### src/design/reset_startup_pkg.sv
// Constants for the reset start-up and cause-flag logic.
// Assumes a 200 MHz system clock and a byte-wide register port with a 12-bit address.
package reset_startup_pkg;

  // Clock and timing
  localparam int unsigned CLK_HZ             = 200_000_000;
  localparam int unsigned POWER_UP_DELAY_TIMER_MAX_MS        = 64;
  // Longest time rounds down to whole cycles
  localparam int unsigned POWER_UP_DELAY_TIMER_MAX_CYCLES    = POWER_UP_DELAY_TIMER_MAX_MS * (CLK_HZ / 1000);
  localparam int unsigned START_DELAY_CYCLES = 10;

  // Register offsets
  localparam logic [11:0] BROWNOUT_CONTROL_OFS  = 12'h811;
  localparam logic [11:0] POWER_FLAGS_MAIN_OFS  = 12'h813;
  localparam logic [11:0] POWER_FLAGS_EXTRA_OFS = 12'h814;

  // Field positions
  localparam int unsigned SOFT_BOR_EN_BIT = 7;
  localparam int unsigned BOR_READY_BIT   = 0;
  localparam int unsigned STACK_OVER_BIT  = 7;
  localparam int unsigned STACK_UNDER_BIT = 6;
  localparam int unsigned WDT_FLAG_BIT    = 4;
  localparam int unsigned PIN_FLAG_BIT    = 3;
  localparam int unsigned RI_FLAG_BIT     = 2;
  localparam int unsigned POR_FLAG_BIT    = 1;
  localparam int unsigned BOR_FLAG_BIT    = 0;
  localparam int unsigned EXEC_VIOL_BIT   = 1;

  // Reset values and masks
  localparam logic [7:0] MAIN_FLAGS_POR   = 8'h3c;
  localparam logic [7:0] MAIN_FLAGS_MASK  = 8'hdf;
  localparam logic [7:0] EXTRA_FLAGS_POR  = 8'h02;
  localparam logic [7:0] EXTRA_FLAGS_MASK = 8'h02;
  localparam logic [14:0] IRQ_VECTOR      = 15'h0004;

  // Brown-out mode configuration
  typedef enum logic [1:0] {
    BOR_OFF      = 2'b00,
    BOR_SOFTWARE = 2'b01,
    BOR_NO_SLEEP = 2'b10,
    BOR_ALWAYS   = 2'b11
  } bor_mode_t;

  // Start-up sequencer states
  typedef enum logic [2:0] {
    ST_HOLD     = 3'b000,
    ST_POWER_UP_DELAY_TIMER     = 3'b001,
    ST_WAIT_PIN = 3'b010,
    ST_START    = 3'b011,
    ST_RUN      = 3'b100
  } seq_state_t;

endpackage

### src/design/reset_startup_and_cause_flags.sv
// Reset start-up sequencer, reset-cause flags and brown-out control register.
// Assumes core, supply monitor and pin inputs are synchronous to i_clk_sys; i_rst is the power-on reset.
`timescale 1ns/10ps
module reset_startup_and_cause_flags
  import reset_startup_pkg::*;
#(
  parameter int unsigned POWER_UP_DELAY_TIMER_CYCLES = reset_startup_pkg::POWER_UP_DELAY_TIMER_MAX_CYCLES,
  parameter int unsigned PROG_WORDS  = 4096,
  parameter int unsigned SAF_WORDS   = 128,
  parameter int unsigned ADDR_W      = 15
)(
  input  wire logic              i_clk_sys,
  input  wire logic              i_rst,
  input  wire logic [11:0]       i_reg_addr,
  input  wire logic [7:0]        i_reg_wdata,
  input  wire logic              i_reg_wr,
  input  wire logic              i_reg_rd,
  output logic      [7:0]        o_reg_rdata,
  input  wire logic [1:0]        i_power_up_delay_select,
  input  wire logic [1:0]        i_brownout_mode_cfg,
  input  wire logic              i_brownout_trip,
  input  wire logic              i_brownout_circuit_ok,
  input  wire logic              i_external_reset_pin_n,
  input  wire logic              i_external_reset_pin_en,
  input  wire logic              i_sleeping,
  input  wire logic              i_watchdog_overflow,
  input  wire logic              i_irq_wake,
  input  wire logic              i_global_irq_enable,
  input  wire logic              i_reset_instr,
  input  wire logic              i_stack_over,
  input  wire logic              i_stack_under,
  input  wire logic              i_stack_fault_reset_en,
  input  wire logic              i_fetch_valid,
  input  wire logic [ADDR_W-1:0] i_fetch_addr,
  input  wire logic              i_protected_storage_en,
  output logic                   o_core_run,
  output logic                   o_pc_zero,
  output logic                   o_resume_next,
  output logic                   o_take_vector,
  output logic      [ADDR_W-1:0] o_vector_addr,
  output logic                   o_timeout_status,
  output logic                   o_powerdown_status,
  output logic                   o_brownout_active
);
  import reset_startup_pkg::*;

  // Refuse parameters that the 24-bit counter, the fetch decode or the vector width cannot serve
  if (POWER_UP_DELAY_TIMER_CYCLES < 4 || POWER_UP_DELAY_TIMER_CYCLES >= (1 << 24) || PROG_WORDS > (1 << ADDR_W) || SAF_WORDS > PROG_WORDS
      || ADDR_W < 3 || ADDR_W > 15)
  begin : g_param_check
    $error("reset_startup_and_cause_flags: unsupported parameter values");
  end

  seq_state_t  state_q, state_d;
  logic [23:0] cnt_q, cnt_d;
  logic [7:0]  main_q, main_d;
  logic [7:0]  extra_q, extra_d;
  logic        sbe_q, sbe_d;
  logic        to_q, to_d;
  logic        pd_q, pd_d;
  logic        resume_q, vector_q;
  logic [7:0]  rdata_q;

  // Brown-out protection on/off per mode
  // mode gates soft enable
  wire bor_mode_t mode       = bor_mode_t'(i_brownout_mode_cfg);
  wire logic      bor_on     = (mode == BOR_ALWAYS) || (mode == BOR_NO_SLEEP && !i_sleeping)
                               || (mode == BOR_SOFTWARE && sbe_q);
  wire logic      bor_ready  = bor_on && i_brownout_circuit_ok;
  wire logic      bor_evt    = bor_on && i_brownout_trip;
  wire logic      ready_gate = (mode == BOR_ALWAYS || mode == BOR_NO_SLEEP) ? i_brownout_circuit_ok : 1'b1;

  // Power-up delay length from the select bits
  // limit from select bits
  wire logic [23:0] power_up_delay_timer_full = 24'(POWER_UP_DELAY_TIMER_CYCLES);
  wire logic [23:0] power_up_delay_timer_limit = (i_power_up_delay_select == 2'b11) ? power_up_delay_timer_full :
                                 (i_power_up_delay_select == 2'b10) ? {1'b0, power_up_delay_timer_full[23:1]} :
                                 {2'b00, power_up_delay_timer_full[23:2]};
  wire logic        power_up_delay_timer_sel   = (i_power_up_delay_select != 2'b00);
  wire logic        pin_low    = i_external_reset_pin_en && !i_external_reset_pin_n;
  wire logic        running    = (state_q == ST_RUN);

  wire logic fetch_bad = i_fetch_valid && ((32'(i_fetch_addr) >= PROG_WORDS)
                         || (i_protected_storage_en && 32'(i_fetch_addr) >= PROG_WORDS - SAF_WORDS));

  // Reset causes and wakes seen while running, in priority order
  wire logic ev_pin   = running && pin_low;
  wire logic ev_wdt   = running && !ev_pin && i_watchdog_overflow && !i_sleeping;
  wire logic ev_wwake = running && !ev_pin && i_watchdog_overflow && i_sleeping;
  wire logic ev_over  = running && !ev_pin && !i_watchdog_overflow && i_stack_over && i_stack_fault_reset_en;
  wire logic ev_under = running && !ev_pin && !i_watchdog_overflow && !ev_over
                        && i_stack_under && i_stack_fault_reset_en;
  wire logic ev_ri    = running && !ev_pin && !i_watchdog_overflow && !ev_over && !ev_under && i_reset_instr;
  wire logic ev_viol  = running && !ev_pin && !i_watchdog_overflow && !ev_over && !ev_under
                        && !i_reset_instr && fetch_bad;
  wire logic ev_iwake = running && !ev_pin && !i_watchdog_overflow && i_sleeping && i_irq_wake;
  wire logic soft_rst = ev_wdt || ev_over || ev_under || ev_ri || ev_viol;

  // Register decode
  // flag writes never reset
  wire logic wr_ctl   = i_reg_wr && (i_reg_addr == BROWNOUT_CONTROL_OFS);
  wire logic wr_main  = i_reg_wr && (i_reg_addr == POWER_FLAGS_MAIN_OFS);
  wire logic wr_extra = i_reg_wr && (i_reg_addr == POWER_FLAGS_EXTRA_OFS);
  wire logic [7:0] ctl_rd = {sbe_q, 6'h00, bor_ready};
  wire logic [7:0] rd_mux = (i_reg_addr == BROWNOUT_CONTROL_OFS)  ? ctl_rd :
                            (i_reg_addr == POWER_FLAGS_MAIN_OFS)  ? (main_q & MAIN_FLAGS_MASK) :
                            (i_reg_addr == POWER_FLAGS_EXTRA_OFS) ? (extra_q & EXTRA_FLAGS_MASK) : 8'h00;

  // Start-up sequencer next state
  always_comb
  begin
    state_d = state_q;
    cnt_d   = cnt_q + 24'h000001;
    if (bor_evt)
      state_d = ST_HOLD;
    else
    begin
      unique case (state_q)
        ST_HOLD:
          if (!i_brownout_trip && ready_gate)
            state_d = power_up_delay_timer_sel ? ST_POWER_UP_DELAY_TIMER : ST_WAIT_PIN;
        ST_POWER_UP_DELAY_TIMER:
          if (cnt_q >= power_up_delay_timer_limit - 24'h000001)
            state_d = ST_WAIT_PIN;
        ST_WAIT_PIN:
          if (!pin_low)
            state_d = ST_START;
        ST_START:
          if (pin_low)
            state_d = ST_WAIT_PIN;
          else if (cnt_q == 24'(START_DELAY_CYCLES - 1))
            state_d = ST_RUN;
        ST_RUN:
          if (ev_pin)
            state_d = ST_WAIT_PIN;
          else if (soft_rst)
            state_d = ST_START;
        default:
          state_d = ST_HOLD;
      endcase
    end
    if (state_d != state_q)
      cnt_d = 24'h000000;
  end

  // Cause flags and status bits
  always_comb
  begin
    main_d  = wr_main ? (i_reg_wdata & MAIN_FLAGS_MASK) : main_q;
    extra_d = wr_extra ? (i_reg_wdata & EXTRA_FLAGS_MASK) : extra_q;
    sbe_d   = wr_ctl ? i_reg_wdata[SOFT_BOR_EN_BIT] : sbe_q;
    to_d    = to_q;
    pd_d    = pd_q;
    // brown-out reloads the main flags, an awake pin reset also sets the violation flag, else only the source's own flag; hardware beats a same-cycle write
    if (bor_evt)
    begin
      main_d = {2'b00, 1'b0, 3'b111, main_q[POR_FLAG_BIT], 1'b0};
      to_d   = 1'b1;
      pd_d   = 1'b1;
      sbe_d  = 1'b1;
    end
    else if (ev_pin)
    begin
      main_d[PIN_FLAG_BIT] = 1'b0;
      if (i_sleeping)
      begin
        to_d = 1'b1;
        pd_d = 1'b0;
      end
      else
        extra_d[EXEC_VIOL_BIT] = 1'b1;
    end
    else if (ev_wdt)
    begin
      main_d[WDT_FLAG_BIT] = 1'b0;
      to_d = 1'b0;
    end
    else if (ev_wwake)
    begin
      to_d = 1'b0;
      pd_d = 1'b0;
    end
    else if (ev_over)
      main_d[STACK_OVER_BIT] = 1'b1;
    else if (ev_under)
      main_d[STACK_UNDER_BIT] = 1'b1;
    else if (ev_ri)
      main_d[RI_FLAG_BIT] = 1'b0;
    else if (ev_viol)
      extra_d[EXEC_VIOL_BIT] = 1'b0;
    else if (ev_iwake)
    begin
      to_d = 1'b1;
      pd_d = 1'b0;
    end
  end

  // Sequencer registers
  always_ff @(posedge i_clk_sys)
  begin
    if (i_rst)
    begin
      state_q <= ST_HOLD;
      cnt_q   <= 24'h000000;
    end
    else
    begin
      state_q <= state_d;
      cnt_q   <= cnt_d;
    end
  end

  // Flag and status registers
  // power-on values
  always_ff @(posedge i_clk_sys)
  begin
    if (i_rst)
    begin
      main_q  <= MAIN_FLAGS_POR;
      extra_q <= EXTRA_FLAGS_POR;
      sbe_q   <= 1'b1;
      to_q    <= 1'b1;
      pd_q    <= 1'b1;
    end
    else
    begin
      main_q  <= main_d;
      extra_q <= extra_d;
      sbe_q   <= sbe_d;
      to_q    <= to_d;
      pd_q    <= pd_d;
    end
  end

  // Wake pulses and read data
  // vector after next instruction
  always_ff @(posedge i_clk_sys)
  begin
    if (i_rst)
    begin
      resume_q <= 1'b0;
      vector_q <= 1'b0;
      rdata_q  <= 8'h00;
    end
    else
    begin
      resume_q <= ev_wwake || ev_iwake;
      vector_q <= ev_iwake && i_global_irq_enable;
      rdata_q  <= i_reg_rd ? rd_mux : 8'h00;
    end
  end

  // Outputs
  // core held until run state
  assign o_core_run         = running;
  // program counter zero during any reset
  assign o_pc_zero          = !running;
  assign o_resume_next      = resume_q;
  assign o_take_vector      = vector_q;
  assign o_vector_addr      = IRQ_VECTOR[ADDR_W-1:0];
  assign o_timeout_status   = to_q;
  assign o_powerdown_status = pd_q;
  assign o_brownout_active  = bor_on;
  assign o_reg_rdata        = rdata_q;

  // Checks
  a_power_up_delay_timer_bounded: assert property (@(posedge i_clk_sys) disable iff (i_rst)
    state_q == ST_POWER_UP_DELAY_TIMER |-> cnt_q < power_up_delay_timer_full) else $error("power-up delay ran past its limit");
  a_hold_power_up_delay_timer: assert property (@(posedge i_clk_sys) disable iff (i_rst)
    state_q == ST_POWER_UP_DELAY_TIMER |-> !o_core_run && o_pc_zero) else $error("core ran during power-up delay");
  a_power_up_delay_timer_entry: assert property (@(posedge i_clk_sys) disable iff (i_rst)
    $rose(state_q == ST_POWER_UP_DELAY_TIMER) |-> $past(!i_brownout_trip && power_up_delay_timer_sel)) else $error("delay began under reset");
  a_pin_blocks_run: assert property (@(posedge i_clk_sys) disable iff (i_rst)
    pin_low |=> !o_core_run) else $error("ran with reset pin low");
  a_power_up_delay_timer_ignores_pin: assert property (@(posedge i_clk_sys) disable iff (i_rst)
    state_q == ST_POWER_UP_DELAY_TIMER && !bor_evt && cnt_q < power_up_delay_timer_limit - 24'h000001 |=> cnt_q == $past(cnt_q) + 24'h000001)
    else $error("delay stalled");
  a_start_ten: assert property (@(posedge i_clk_sys) disable iff (i_rst)
    $rose(o_core_run) |-> $past(state_q, 10) == ST_START && $past(state_q, 11) != ST_START)
    else $error("start delay not ten cycles");
  a_viol_reset: assert property (@(posedge i_clk_sys) disable iff (i_rst)
    ev_viol && !bor_evt |=> !extra_q[EXEC_VIOL_BIT] && !o_core_run) else $error("violation not recorded");
  a_pin_awake: assert property (@(posedge i_clk_sys) disable iff (i_rst)
    ev_pin && !i_sleeping && !bor_evt |=> !main_q[PIN_FLAG_BIT] && extra_q[EXEC_VIOL_BIT] && $stable(main_q[4]))
    else $error("pin reset flags wrong");
  a_wdt_wake: assert property (@(posedge i_clk_sys) disable iff (i_rst)
    ev_wwake && !bor_evt |=> !o_timeout_status && !o_powerdown_status && o_resume_next && o_core_run)
    else $error("watchdog wake wrong");
  a_sw_no_reset: assert property (@(posedge i_clk_sys) disable iff (i_rst)
    running && wr_main && !ev_pin && !soft_rst && !bor_evt |=> o_core_run) else $error("flag write reset core");
  a_sbe_por: assert property (@(posedge i_clk_sys)
    i_rst |=> sbe_q) else $error("soft brown-out enable not set");
  c_power_up_run: cover property (@(posedge i_clk_sys) disable iff (i_rst) $rose(o_core_run));
  c_brownout: cover property (@(posedge i_clk_sys) disable iff (i_rst) bor_evt && running);
  c_irq_vector: cover property (@(posedge i_clk_sys) disable iff (i_rst) o_take_vector);
endmodule

### config.mk
export PLATFORM = sky130hd
export DESIGN_NAME = reset_startup_and_cause_flags
export DESIGN_NICKNAME = d
export VERILOG_FILES = /design/src/design/reset_startup_pkg.sv /design/src/design/reset_startup_and_cause_flags.sv
export SDC_FILE = /design/constraint.sdc
export NUM_CORES = 1
export LEC_CHECK = 0
export ABC_CLOCK_PERIOD_IN_PS = 2700
export BUFFER_PORTS_ARGS = -buffer_cell sky130_fd_sc_hd__buf_2
export CAP_MARGIN = 10
export CORE_MARGIN = 8
export CORE_UTILIZATION = 30
export DETAILED_ROUTE_END_ITERATION = 10
export PLACE_DENSITY = 0.6
export SKIP_CTS_REPAIR_TIMING = 1
export SYNTH_ARGS = -nofsm -noshare
export SYNTH_HDL_FRONTEND = slang
export SYNTH_SLANG_ARGS = --single-unit
### constraint.sdc
create_clock -name i_clk_sys -period 2.7 [get_ports i_clk_sys]
set_input_delay 0.54 -clock i_clk_sys [delete_from_list [all_inputs] [get_ports i_clk_sys]]
set_output_delay 0.54 -clock i_clk_sys [all_outputs]
set_load 0.02 [all_outputs]
# ---- Word level (Yosys, flattened, before mapping)
# Cells that the tools add are included.
dict set report op_classes {
  order_cmp 3
  add_sub_neg 2
  n_div 0
  multipliers 0
  bitwise_logic 2
  n_reduce_logical 60
  n_mux 60
  eq_ne 24
  shift 0
}
# operator count
set ops {}
lappend ops {{$mux 1} 40}
lappend ops {{$eq 12x12->1 const B} 3}
lappend ops {{$logic_and 1x1->1} 29}
lappend ops {{$add 24x1->24 const B} 1}
lappend ops {{$eq 24x4->1 const B} 1}
lappend ops {{$ge 24x24->1} 1}
lappend ops {{$mux 24} 1}
lappend ops {{$mux 3} 8}
lappend ops {{$mux 8} 3}
lappend ops {{$sub 24x1->24 const B} 1}
lappend ops {{$mux 23} 1}
lappend ops {{$ne 4x4->1 const B} 4}
lappend ops {{$ge 15x12->1 const B} 1}
lappend ops {{$ge 15x13->1 const B} 1}
lappend ops {{$pmux 3 s5} 1}
lappend ops {{$mux 2} 6}
lappend ops {{$ne 3x3->1 const B} 4}
lappend ops {{$logic_not 1->1} 9}
lappend ops {{$logic_or 1x1->1} 9}
lappend ops {{$eq 2x2->1 const B} 4}
lappend ops {{$reduce_and 7->1} 1}
lappend ops {{$eq 3x2->1 const B} 2}
lappend ops {{$reduce_and 6->1} 1}
lappend ops {{$reduce_or 2->1} 3}
lappend ops {{other kinds (13)} 16}
dict set report totals {
  output_inout_bits 30
  romBits 0
  latch_bits 0
  inputBits 57
  memories 0
  ramBits 0
  register_bits 48
}

# ---- Depth between registers and ports, before layout
# Gate-level depths: netlist (run 1).
dict set report logic_depth {
  word_depth 24
  depth_mapped 12
  mapped_depth_nobuf 11
}

# ---- Least setup slack after synthesis (run 1)
# No wires, ideal clock.
dict set report synth_path {
  kind {input port to flip-flop}
  from {input i_power_up_delay_select[1]}
  to {register cnt_q[0]}
  t_required_ns 2.580
  n_path_buf 1
  setup_slack_ns 0.291
  setup_time_ns 0.120
  cell_stages 12
  arrival_ns 2.289
  cell_sequence {inv_1 -> nor2_1 -> inv_1 -> ha_1 -> a211oi_1 -> nand4b_1 -> a41oi_1 -> o21ai_2 -> o21ai_2 -> xnor2_2 -> buf_6 -> nor3_2}
}
dict set report synth_between {
  elab_chain_cells 10
  elab_cells_between_ends 14
}
# item line_no
set synth_rtl {}
lappend synth_rtl {{start: declaration} reset_startup_and_cause_flags.sv:19} ;# input wire logic [1:0] i_power_up_delay_select,
lappend synth_rtl {{$eq 2x2->1} reset_startup_and_cause_flags.sv:77} ;# (i_power_up_delay_select == 2'b10) ? {1'b0, power_up_delay_timer_full[23:1]} :
lappend synth_rtl {{$mux 23} reset_startup_and_cause_flags.sv:77}
lappend synth_rtl {{$mux 24} reset_startup_and_cause_flags.sv:76} ;# wire logic [23:0] power_up_delay_timer_limit = (i_power_up_delay_select == 2'b11) ? power_up_delay_timer_full ...
lappend synth_rtl {{$sub 24x1->24} reset_startup_and_cause_flags.sv:123} ;# if (cnt_q >= power_up_delay_timer_limit - 24'h000001)
lappend synth_rtl {{$ge 24x24->1} reset_startup_and_cause_flags.sv:123}
lappend synth_rtl {{$mux 3} reset_startup_and_cause_flags.sv:123}
lappend synth_rtl {{$pmux 3 s5 (*)} reset_startup_and_cause_flags.sv:118} ;# unique case (state_q)
lappend synth_rtl {{$mux 3 (*)} reset_startup_and_cause_flags.sv:114} ;# if (bor_evt)
lappend synth_rtl {{$ne 3x3->1 (*)} reset_startup_and_cause_flags.sv:142} ;# if (state_d != state_q)
lappend synth_rtl {{$reduce_or 2->1 (no line) (*)} -}
lappend synth_rtl {{end signal: assignment} reset_startup_and_cause_flags.sv:209} ;# cnt_q <= cnt_d;
lappend synth_rtl {{end: declaration} reset_startup_and_cause_flags.sv:55} ;# logic [23:0] cnt_q, cnt_d;
# Mark *: on every way between the ends. The rest lies on a longest branch, timed or not.
# A chain may end at the register's enable or synchronous reset.

# ---- Worst setup path after layout (run 1)
dict set report layout_path {
  from {input i_power_up_delay_select[1]}
  to {register cnt_q[22]}
}
# The elaborated chain is that of the path after synthesis.

==> reports/results.tsv, run 1 <==
stage	metric	value	unit
global_route	antenna_found_initial	0	
layout	area_growth	17.8	%
outcome	outcome	completed	
pwr	p_int	1060	µW
clock_tree	insertion_delay	300	ps
drt	wl	7820	µm
drt	firstDrtPassIters	4	
sta	period_share	90.5	%
placed_design	portBuffers	62	
worst_hold_path	hold_path_class	flip-flop to flip-flop	
clock_tree	clockBufferDepth	2	
synthesis	yosysUniqueCellTypes	67	
run	cap_violations	0	
synthesis	synth_area	0.00306	mm²
drt	drc	0	
synthesis	synth_edf_count	0	
sta	slew_violations	0	
synthesis	async_flop_share	0	%
drt	viasPerCell	4.88	
drt	wl_per_cell	14.5	µm
layout	diodes	0	
worst_setup_path	start_kind	input port	
sta	final.setup_skew	6.92	ps
synthesis	synth_seq_cells	47	
synthesis	yosysSeqAreaShare	30.7	%
pwr	p_clk_share	34.9	%
pwr	ir_drop	0.200	mV
sta	finalSetupViolCount	0	
placed_design	place.gp.congestion	0.858	
drt	drt.antenna.violating_nets	0	
floorplan	rows	37	
sta	worst_pin_slew	560	ps
synthesis	synthesis.instances	337	
layout	drive_above_1_share	31.4	%
worst_setup_path	cpMaxStageDelayCell	ha_1	
pwr	comb_power_share	16.1	%
clock_tree	ctsRootBufferMaster	clkbuf_8	
floorplan	io_pins	87	
floorplan	die-area	0.0137	mm²
synthesis	synth.avg_cell_area	9.09	µm²
clock_tree	tritoncts	done	
sta	hold_viol_final	0	
clock_tree	numCtsBuffers	5	
pwr	leakage	0.00145	µW
pwr	p_total	1450	µW
clock_tree	htreeDepth	2	
sta	rsz0062_at_grt	no	
worst_setup_path	crit_required	2890	ps
worst_setup_path	crit_fanout	21	
layout	seqCellArea	941	µm²
worst_setup_path	crit_chain	buf_2 -> inv_1 -> nor2_1 -> inv_1 -> ha_1 -> a211oi_2 -> nand4b_1 -> a41oi_1 -> o21ai_2 -> o21ai_2 -> xnor2_2 -> buf_12 -> nor3_1	
sta	min_period	2440	ps
worst_setup_path	critPathKind	input port to flip-flop	
global_route	grt_first_pass_wirelength	12000	µm
layout	mostFrequentLayoutCells	buf_2 (62), dfxtp_1 (47), nand2_1 (26), nor2_1 (22), nor3_2 (21)	
pwr	swShare	26.8	%
synthesis	yosys_warnings	0	
global_route	grt-ovfl-total	0	
pwr	seqPwrFrac	49.1	%
global_route	grt_use_total	11.1	%
worst_setup_path	cp.arrival	2640	ps
floorplan	placeableCoreArea	0.0101	mm²
placed_design	dp_slack	-93.1	ps
sta	setup_ws	256	ps
worst_setup_path	max_stage_delay	300	ps
layout	fin_nets	475	
layout	multi_input_area	0.00194	mm²
floorplan	die_w	117	µm
clock_tree	path_clk_slew	90	ps
drt	dr_total_vias	2636	
clock_tree	clock-sinks	47	
global_route	grt_pass1_vias	2495	
sta	relSlewSlack	62.2	%
floorplan	start_util	30.2	%
pwr	power.switching	388	µW
layout	fill_cells	1078	
global_route	grt_max_degree	25	
sta	fmax	409	MHz
floorplan	die_y	117	µm
worst_setup_path	end_kind	flip-flop	
placed_design	dp_hpwl	6260	µm
layout	final_common_cell	buf_2	
pwr	powerDensity	402	mW/mm²
drt	drt_first_iter_violations	169	
synthesis	synthFlopType	dfxtp_1	
layout make-up:
type                       count  share of cell area [%]
multi-input combinational    268                    53.9
tap                          136                    4.71
sequential                    47                    26.1
inverter                       9                   0.936
clock inverter                 1                   0.832
clock buffer                   6                    2.01
timing repair buffer          73                    11.6
per-layer routing:
metal | vias to the layer above | global-route usage (%) | part of all wire (%)
met4 | 0 | 2.73 | 0.78
li1 | 1329 | - | -
met1 | 1226 | 13.5 | 45
met5 | - | 0 | 0
met3 | 6 | 2.98 | 9.5
met2 | 75 | 19.1 | 45
metrics by stage:
step | util, % | instances | setup TNS, ps | area (µm²) | hold slack, ps
final | 35.6 | 540 | 0 | 3610 | 448
after global routing | 35.6 | 540 | 0 | 3610 | 471
after CTS | 35.6 | 540 | 0 | 3600 | 447
after detailed placement | 34.5 | 533 | -1740 | 3500 | 434
after global placement | 34.5 | 533 | 0 | 3500 | 432
after floorplan | - | 351 | 0 | 3120 | 437
flip-flops by register name, summed over array words and instances, names as in the netlist:
signal,cells
o_powerdown_status,1
o_reg_rdata,7
cnt_q,24
o_timeout_status,1
state_q,3
main_q,7
extra_q,1
sbe_q,1
o_resume_next,1
o_take_vector,1
worst paths after layout:
path                                   startpoint                         endpoint  slack, ps  cells past startpoint
setup / recovery       i_power_up_delay_select[1]             cnt_q[22]$_SDFF_PP0_        260                     13
hold / removal    o_powerdown_status$_SDFFE_PP1P_  o_powerdown_status$_SDFFE_PP1P_        450                      2
setup reg to reg             cnt_q[17]$_SDFF_PP0_             cnt_q[22]$_SDFF_PP0_        380                      9
hold reg to reg   o_powerdown_status$_SDFFE_PP1P_  o_powerdown_status$_SDFFE_PP1P_        450                      2
worst max-delay path, delay by kind of cell:
kind	cells	cell delay [ps]
AND/OR/NAND/NOR	3	330
AO/OA/AOI/OAI	4	790
adder cells (fa/ha/maj)	1	300
XOR/XNOR	1	160
buffers and inverters	4	480
synthesized netlist by cell type, drive strengths merged, types with 2 or more instances:
| cell type | instances | area [µm²] |
|---|---|---|
| nor3b | 3 | 37.5 |
| nor3 | 30 | 255 |
| mux2i | 8 | 80.1 |
| clkbuf | 5 | 18.8 |
| a21o | 2 | 16.3 |
| nand2 | 26 | 97.6 |
| ha | 14 | 175 |
| xnor2 | 6 | 60.1 |
| nor4b | 4 | 50.1 |
| a21oi | 13 | 65.1 |
| a31oi | 2 | 12.5 |
| nand4b | 3 | 26.3 |
| nor2 | 23 | 88.8 |
| o21ai | 14 | 77.6 |
| dfxtp | 47 | 941 |
| and2 | 3 | 18.8 |
| or2b | 2 | 16.3 |
| nor2b | 4 | 25.0 |
| and4 | 3 | 27.5 |
| and3 | 9 | 56.3 |
| o211ai | 2 | 20.0 |
| nand4 | 13 | 87.6 |
| nor4 | 8 | 101 |
| conb | 2 | 7.51 |
| a211oi | 5 | 42.5 |
| nand3 | 16 | 85.1 |
| nand3b | 2 | 15.0 |
| buf | 22 | 184 |
| xor2 | 17 | 149 |
| inv | 9 | 33.8 |
cells by family after synthesis:
logic type	count (synthesis)	synth area share [%]
AND/OR/NAND/NOR	158	34.9
other	2	0.245
AO/OA/AOI/OAI	49	11.3
XOR/XNOR	23	6.82
flip-flops	47	30.7
buffers and inverters	36	7.72
multiplexers	8	2.61
adder cells (fa/ha/maj)	14	5.72
power groups by stage:
| stage | Sequential, µW | Combinational (µW) | Clock, µW |
|---|---|---|---|
| after floorplan | 725 | 164 | 0 |
| after global placement | 727 | 228 | 0 |
| after detailed placement | 728 | 232 | 0 |
| after CTS | 712 | 233 | 526 |
| after global routing | 713 | 254 | 547 |
| final | 712 | 233 | 506 |
(Power assumes the default switching activity.)
==> run 2: changes to the inputs <==
Settings changed: ABC_AREA from default to 1, CORE_MARGIN 8 to 3, MAX_ROUTING_LAYER from default to met4.
==> run 2 against run 1 <==
  * Via count grew 5.8%
  * Synthesized cell count grew 29%
  * Cell count grew 18%
  * Worst setup slack gained 51 ps
  * Global-route usage grew 0.71 points
  * Critical path depth grew 8
  * Combinational power shrank 3%
  * First-iteration DRC count shrank 15%
  * Critical endpoint is now cnt_q[13]$_SDFF_PP0_
==> reports/results.tsv, run 2 <==
stage	metric	value	unit
clock_tree	clock-sinks	47	
layout	diodes	0	
clock_tree	tritoncts	done	
global_route	antenna_found_initial	0	
pwr	power.switching	408	µW
pwr	p_clk_share	33.2	%
placed_design	dp.cells	630	
worst_setup_path	crit_required	2890	ps
run	cap_violations	0	
synthesis	synthTopCellsByCount	nand2_1 (79), inv_1 (66), nor2_1 (48), dfxtp_1 (47), nor2_4 (23)	
synthesis	synth.avg_cell_area	7.36	µm²
sta	finalSetupViolCount	0	
synthesis	yosysUniqueCellTypes	34	
layout	area_growth	15.9	%
sta	setup_ws	307	ps
drt	dr_total_vias	2790	
worst_setup_path	start_kind	input port	
clock_tree	clockBufferDepth	2	
worst_setup_path	max_stage_delay	290	ps
floorplan	die_y	109	µm
sta	hold_slack	447	ps
sta	rsz0062_at_grt	no	
sta	period_share	88.6	%
placed_design	place.gp.congestion	0.906	
synthesis	synthFlopType	dfxtp_1	
synthesis	async_flop_share	0	%
worst_setup_path	cp-endpoint	cnt_q[13]$_SDFF_PP0_	
drt	firstDrtPassIters	4	
worst_setup_path	crit_chain	buf_2 -> inv_1 -> nor2_1 -> inv_1 -> ha_1 -> nand2_1 -> nor2_1 -> inv_1 -> nor2_1 -> nand3_2 -> nand3_1 -> nand2_1 -> inv_2 -> nor2_1 -> nand2_1 -> nand2_1 -> nand2_1 -> nand2_1 -> nand3_4 -> buf_4 -> nor2_4	
sta	fmax	418	MHz
global_route	grt-ovfl-total	0	
pwr	p_int	990	µW
floorplan	die-area	0.0120	mm²
synthesis	yosys_warnings	0	
layout	final_common_cell	nand2_1	
worst_setup_path	rr_endpoint	cnt_q[2]$_SDFF_PP0_	
drt	drt_first_iter_violations	144	
worst_setup_path	cpMaxStageDelayCell	ha_1	
synthesis	synth_edf_count	0	
floorplan	rows	37	
synthesis	synthTopCellsByArea	dfxtp_1 (29%), nand2_1 (9.2%), nor2_4 (8.1%), inv_1 (7.7%), nor2_1 (5.6%)	
drt	wl_per_cell	11.0	µm
synthesis	yosysSeqAreaShare	29.3	%
placed_design	dp_slack	-11.7	ps
floorplan	io_pins	87	
global_route	grt_max_degree	16	
worst_setup_path	r2r_start	cnt_q[22]$_SDFF_PP0_	
layout	final_cell_area	0.00372	mm²
worst_setup_path	cp_common_cell	nand2_1	
layout	finalNonFillerCells	638	
sta	hold_viol_final	0	
layout	fin_nets	572	
synthesis	synth_seq_cells	47	
worst_setup_path	crit_fanout	7	
layout	mostFrequentLayoutCells	nand2_1 (79), inv_1 (66), buf_2 (62), nor2_1 (48), dfxtp_1 (47)	
placed_design	dp_hpwl	5890	µm
worst_hold_path	hold_path_class	flip-flop to flip-flop	
sta	final.setup_skew	6.09	ps
worst_setup_path	startpoint	i_power_up_delay_select[1]	
layout	largest_reg_flops	24	
synthesis	synth_most_common_cell	nand2_1	
clock_tree	htreeDepth	2	
clock_tree	path_clk_slew	100	ps
floorplan	start_util	30.9	%
pwr	powerDensity	376	mW/mm²
floorplan	placeableCoreArea	0.0104	mm²
floorplan	die_w	109	µm
global_route	grt_first_pass_wirelength	11200	µm
worst_setup_path	cp.arrival	2590	ps
pwr	ir_drop	0.193	mV
outcome	outcome	completed	
drt	viasPerCell	4.37	
sta	min_period	2390	ps
synthesis	synth_top_area_share	29.3	%
pwr	seqPwrFrac	50.8	%
synthesis	synth_area	0.00321	mm²
sta	slew_violations	0	
pwr	p_total	1400	µW
drt	wl	7040	µm
pwr	leakage	0.00171	µW
pwr	comb_power_share	16.1	%
placed_design	placed_cell_area	0.00362	mm²
placed_design	portBuffers	62	
worst_setup_path	r2r_slack	410	ps
clock_tree	ctsRootBufferMaster	clkbuf_8	
drt	drc	0	
clock_tree	numCtsBuffers	5	
drt	drt.antenna.violating_nets	0	
synthesis	synth_area_leader_cell	dfxtp_1	
layout	regMostFlops	cnt_q	
clock_tree	insertion_delay	300	ps
global_route	grt_pass1_vias	2457	
global_route	grt_use_total	11.8	%
worst_setup_path	end_kind	flip-flop	
synthesis	synthesis.instances	436	
pwr	swShare	29.2	%
layout	drive_above_1_share	25.5	%
worst_setup_path	critPathKind	input port to flip-flop	
layout	fill_cells	1111	
worst_setup_path	r2r_cells	17	
-- run 2: cell types whose count changed after synthesis, moves of 5 or more --
cell and change:
nor3_2 -20, nor2_1 +26, nor2_4 +23, nand4_1 -5, mux2i_1 -8, nand3_2 +6, a21oi_1 +5, inv_1 +58
nand2_1 +53, and3_1 -9, nand3_1 +7, buf_6 -5
-- run 2: worst min path at each step --
stage                                    start                         endpoint  cells past startpoint
5_1_grt        o_powerdown_status$_SDFFE_PP1P_  o_powerdown_status$_SDFFE_PP1P_                      2
2_1_floorplan             main_q[6]$_SDFF_PP0_        o_reg_rdata[6]$_SDFF_PP0_                      2
3_5_place_dp              main_q[6]$_SDFF_PP0_        o_reg_rdata[6]$_SDFF_PP0_                      2
4_1_cts                   main_q[6]$_SDFF_PP0_        o_reg_rdata[6]$_SDFF_PP0_                      2
3_3_place_gp              main_q[6]$_SDFF_PP0_        o_reg_rdata[6]$_SDFF_PP0_                      2
6_report                  main_q[2]$_SDFF_PP1_        o_reg_rdata[2]$_SDFF_PP0_                      2
-- run 2: critical path: cells and delay by family --
kind	cells	cell delay, ps
AND/OR/NAND/NOR	14	1150
buffers and inverters	6	590
adder cells (fa/ha/maj)	1	290
-- run 2: layout make-up --
| cell class | instances | area [µm²] | share of cell area (%) |
|---|---|---|---|
| Clock inverter | 2 | 16.3 | 0.437 |
| Multi-Input combinational cell | 310 | 1880 | 50.5 |
| Inverter | 71 | 267 | 7.17 |
| Timing Repair Buffer | 66 | 365 | 9.83 |
| Sequential cell | 47 | 941 | 25.3 |
| Tap cell | 136 | 170 | 4.58 |
| Clock buffer | 6 | 82.6 | 2.22 |
-- run 2: power by group through the flow --
stage	Sequential (µW)	Combinational (µW)	Clock, µW
floorplan	724	172	0
global placement	726	221	0
detailed placement	726	225	0
CTS	710	226	481
global route	711	248	504
finish	709	225	464
-- run 2: through the flow --
step	util (%)	TNS (ps)
floorplan	-	0
global placement	34.9	0
detailed placement	34.9	-37.8
CTS	35.9	0
global route	35.9	0
finish	35.9	0
-- run 2: logic make-up after synthesis --
kind of cell / synth area share [%]
AND/OR/NAND/NOR: 39.4
adder cells (fa/ha/maj): 5.46
flip-flops: 29.3
XOR/XNOR: 5.73
other: 0.234
buffers and inverters: 13.8
AO/OA/AOI/OAI: 6.08
-- run 2: layer usage --
layer / global-route usage (%) / up-vias / wire (µm)
li1: - / 1475 / -
met5: - / - / 0
met4: 3.21 / 0 / 97
met3: 1.76 / 6 / 235
met2: 19.4 / 48 / 3430
met1: 15.2 / 1261 / 3280
==> run 3: changes to the inputs <==
--- a/config.mk
+++ b/config.mk
@@ -10,5 +10,5 @@
 export BUFFER_PORTS_ARGS = -buffer_cell sky130_fd_sc_hd__buf_2
 export CAP_MARGIN = 10
-export CORE_MARGIN = 3
+export CORE_MARGIN = 1
 export CORE_UTILIZATION = 30
 export DETAILED_ROUTE_END_ITERATION = 10
==> constraint.sdc (replaced) <==
create_clock -name i_clk_sys -period 2.7 [get_ports i_clk_sys]
set_input_delay 0.135 -clock i_clk_sys [delete_from_list [all_inputs] [get_ports i_clk_sys]]
set_output_delay 0.135 -clock i_clk_sys [all_outputs]
set_load 0.02 [all_outputs]
==> run 3 against run 2 <==
  * Critical path depth down 4
  * Cell count down 0.16%
  * Fmax up 3.3%
  * Utilization up 0.088 points
  * Highest routed layer unchanged
  * Flip-flop and latch count unchanged
  * First-iteration DRC count down 15%
==> reports/results.tsv, run 3 (synthesis gave the netlist of run 2 again) <==
stage	metric	value	unit
outcome	outcome	completed	
worst_setup_path	r2r_slack	380	ps
clock_tree	ctsRootBufferMaster	clkbuf_8	
placed_design	portBuffers	62	
run	cap_violations	0	
clock_tree	path_clk_slew	90	ps
drt	dr_wl_met2	3250	µm
pwr	p_total	1400	µW
clock_tree	numCtsBuffers	5	
worst_setup_path	crit_required	2940	ps
placed_design	dp.cells	629	
worst_setup_path	cpMaxStageDelayCell	dfxtp_1	
sta	finalSetupTns	0	ps
worst_setup_path	cp-endpoint	cnt_q[2]$_SDFF_PP0_	
global_route	grt_max_degree	16	
clock_tree	insertion_delay	300	ps
layout	area_growth	15.7	%
worst_setup_path	max_stage_delay	340	ps
worst_setup_path	critPathKind	flip-flop to flip-flop	
layout	drive_above_1_share	25.3	%
global_route	grt_use_total	13.1	%
layout	diodes	0	
worst_setup_path	crit_chain	ha_1 -> nand2_1 -> inv_1 -> nand3_1 -> inv_1 -> a21oi_1 -> nand3_1 -> nand2_1 -> inv_2 -> nor2_1 -> nand2_1 -> nand2_1 -> nand2_1 -> nand2_1 -> nand3_4 -> buf_12 -> nor2_1	
worst_setup_path	crit_fanout	9	
floorplan	start_util	31.1	%
worst_setup_path	end_kind	flip-flop	
floorplan	die_y	105	µm
worst_setup_path	r2r_cells	17	
worst_setup_path	cp.arrival	2560	ps
clock_tree	htreeDepth	2	
clock_tree	clockBufferDepth	2	
drt	dr_total_vias	2734	
floorplan	io_pins	87	
floorplan	rows	37	
drt	drt.antenna.violating_nets	0	
placed_design	place.gp.congestion	0.814	
layout	finalNonFillerCells	637	
layout	fin_nets	571	
sta	period_share	85.8	%
worst_setup_path	cp_common_cell	nand2_1	
pwr	powerDensity	376	mW/mm²
global_route	grt_first_pass_wirelength	11500	µm
sta	rsz0062_at_grt	no	
worst_setup_path	rr_endpoint	cnt_q[2]$_SDFF_PP0_	
drt	viasPerCell	4.29	
layout	regMostFlops	cnt_q	
sta	min_period	2320	ps
global_route	grt_pass1_vias	2614	
layout	largest_reg_flops	24	
drt	wl	6750	µm
sta	slew_violations	0	
floorplan	die_w	105	µm
worst_hold_path	hold_path_class	input port to flip-flop	
sta	fmax	432	MHz
drt	drc	0	
drt	drt_first_iter_violations	123	
layout	mostFrequentLayoutCells	nand2_1 (79), inv_1 (66), buf_2 (62), nor2_1 (48), dfxtp_1 (47)	
pwr	ir_drop	0.247	mV
sta	finalSetupViolCount	0	
drt	met1Wirelength	3240	µm
pwr	leakage	0.00170	µW
clock_tree	clock-sinks	47	
drt	dr_wl_met3	180	µm
worst_setup_path	startpoint	cnt_q[23]$_SDFF_PP0_	
global_route	antenna_found_initial	0	
global_route	grt-ovfl-total	0	
drt	wl_per_cell	10.6	µm
worst_setup_path	r2r_start	cnt_q[23]$_SDFF_PP0_	
sta	hold_viol_final	0	
floorplan	die-area	0.0111	mm²
worst_setup_path	start_kind	flip-flop	
drt	top_layer	met4	
placed_design	dp_hpwl	5570	µm
clock_tree	tritoncts	done	
layout	final_common_cell	nand2_1	
drt	firstDrtPassIters	4	
floorplan	placeableCoreArea	0.0103	mm²
sta	final.setup_skew	6.04	ps
-- run 3: worst min-delay path by stage --
stage / depth (start not counted) / endpoint / slack [ps] / from
3_3_place_gp: 3 / main_q[3]$_SDFFE_PP1P_ / 370 / i_reg_wdata[3]
2_1_floorplan: 2 / main_q[3]$_SDFFE_PP1P_ / 280 / i_reg_wdata[3]
5_1_grt: 3 / main_q[3]$_SDFFE_PP1P_ / 90 / i_reg_wdata[3]
3_5_place_dp: 3 / main_q[3]$_SDFFE_PP1P_ / 370 / i_reg_wdata[3]
4_1_cts: 3 / main_q[3]$_SDFFE_PP1P_ / 50 / i_reg_wdata[3]
6_report: 3 / main_q[3]$_SDFFE_PP1P_ / 60 / i_reg_wdata[3]
-- run 3: critical path, delay by kind of cell, from the launching register on --
family,cells,cell delay (ps)
AO/OA/AOI/OAI,1,210
buffers and inverters,4,360
adder cells (fa/ha/maj),1,310
flip-flops,1,340
AND/OR/NAND/NOR,11,1030
-- run 3: report_power, final --
group          switching (µW)  internal (µW)  leakage, µW
Clock                     258            210    0.0000474
Combinational             143           76.3      0.00127
Sequential               9.05            700     0.000379
-- run 3: stage by stage --
stage | worst slack (ps) | hold WS, ps | utilization, % | instance area, µm²
final | 385 | 60.5 | 35.9 | 3710
after global routing | 82.1 | 93.6 | 35.9 | 3710
after CTS | 353 | 52.2 | 35.9 | 3710
after detailed placement | 223 | 367 | 35.0 | 3610
after global placement | 309 | 365 | 35.0 | 3610
after floorplan | 797 | 276 | - | 3260
-- run 3: layout make-up --
class                   instances  area [µm²]
fillers                      1089        6610
multi-input cells             310        1880
flip-flops and latches         47         941
repair buffers                 65         358
inverters                      71         267
well taps                     136         170
clock buffers                   6        82.6
clock inverters                 2        16.3
-- run 3: layer usage --
layer	global-route usage, %	vias up
li1	-	1469
met1	16.0	1209
met2	22.6	51
met3	1.55	5
met4	3.52	0
met5	-	-
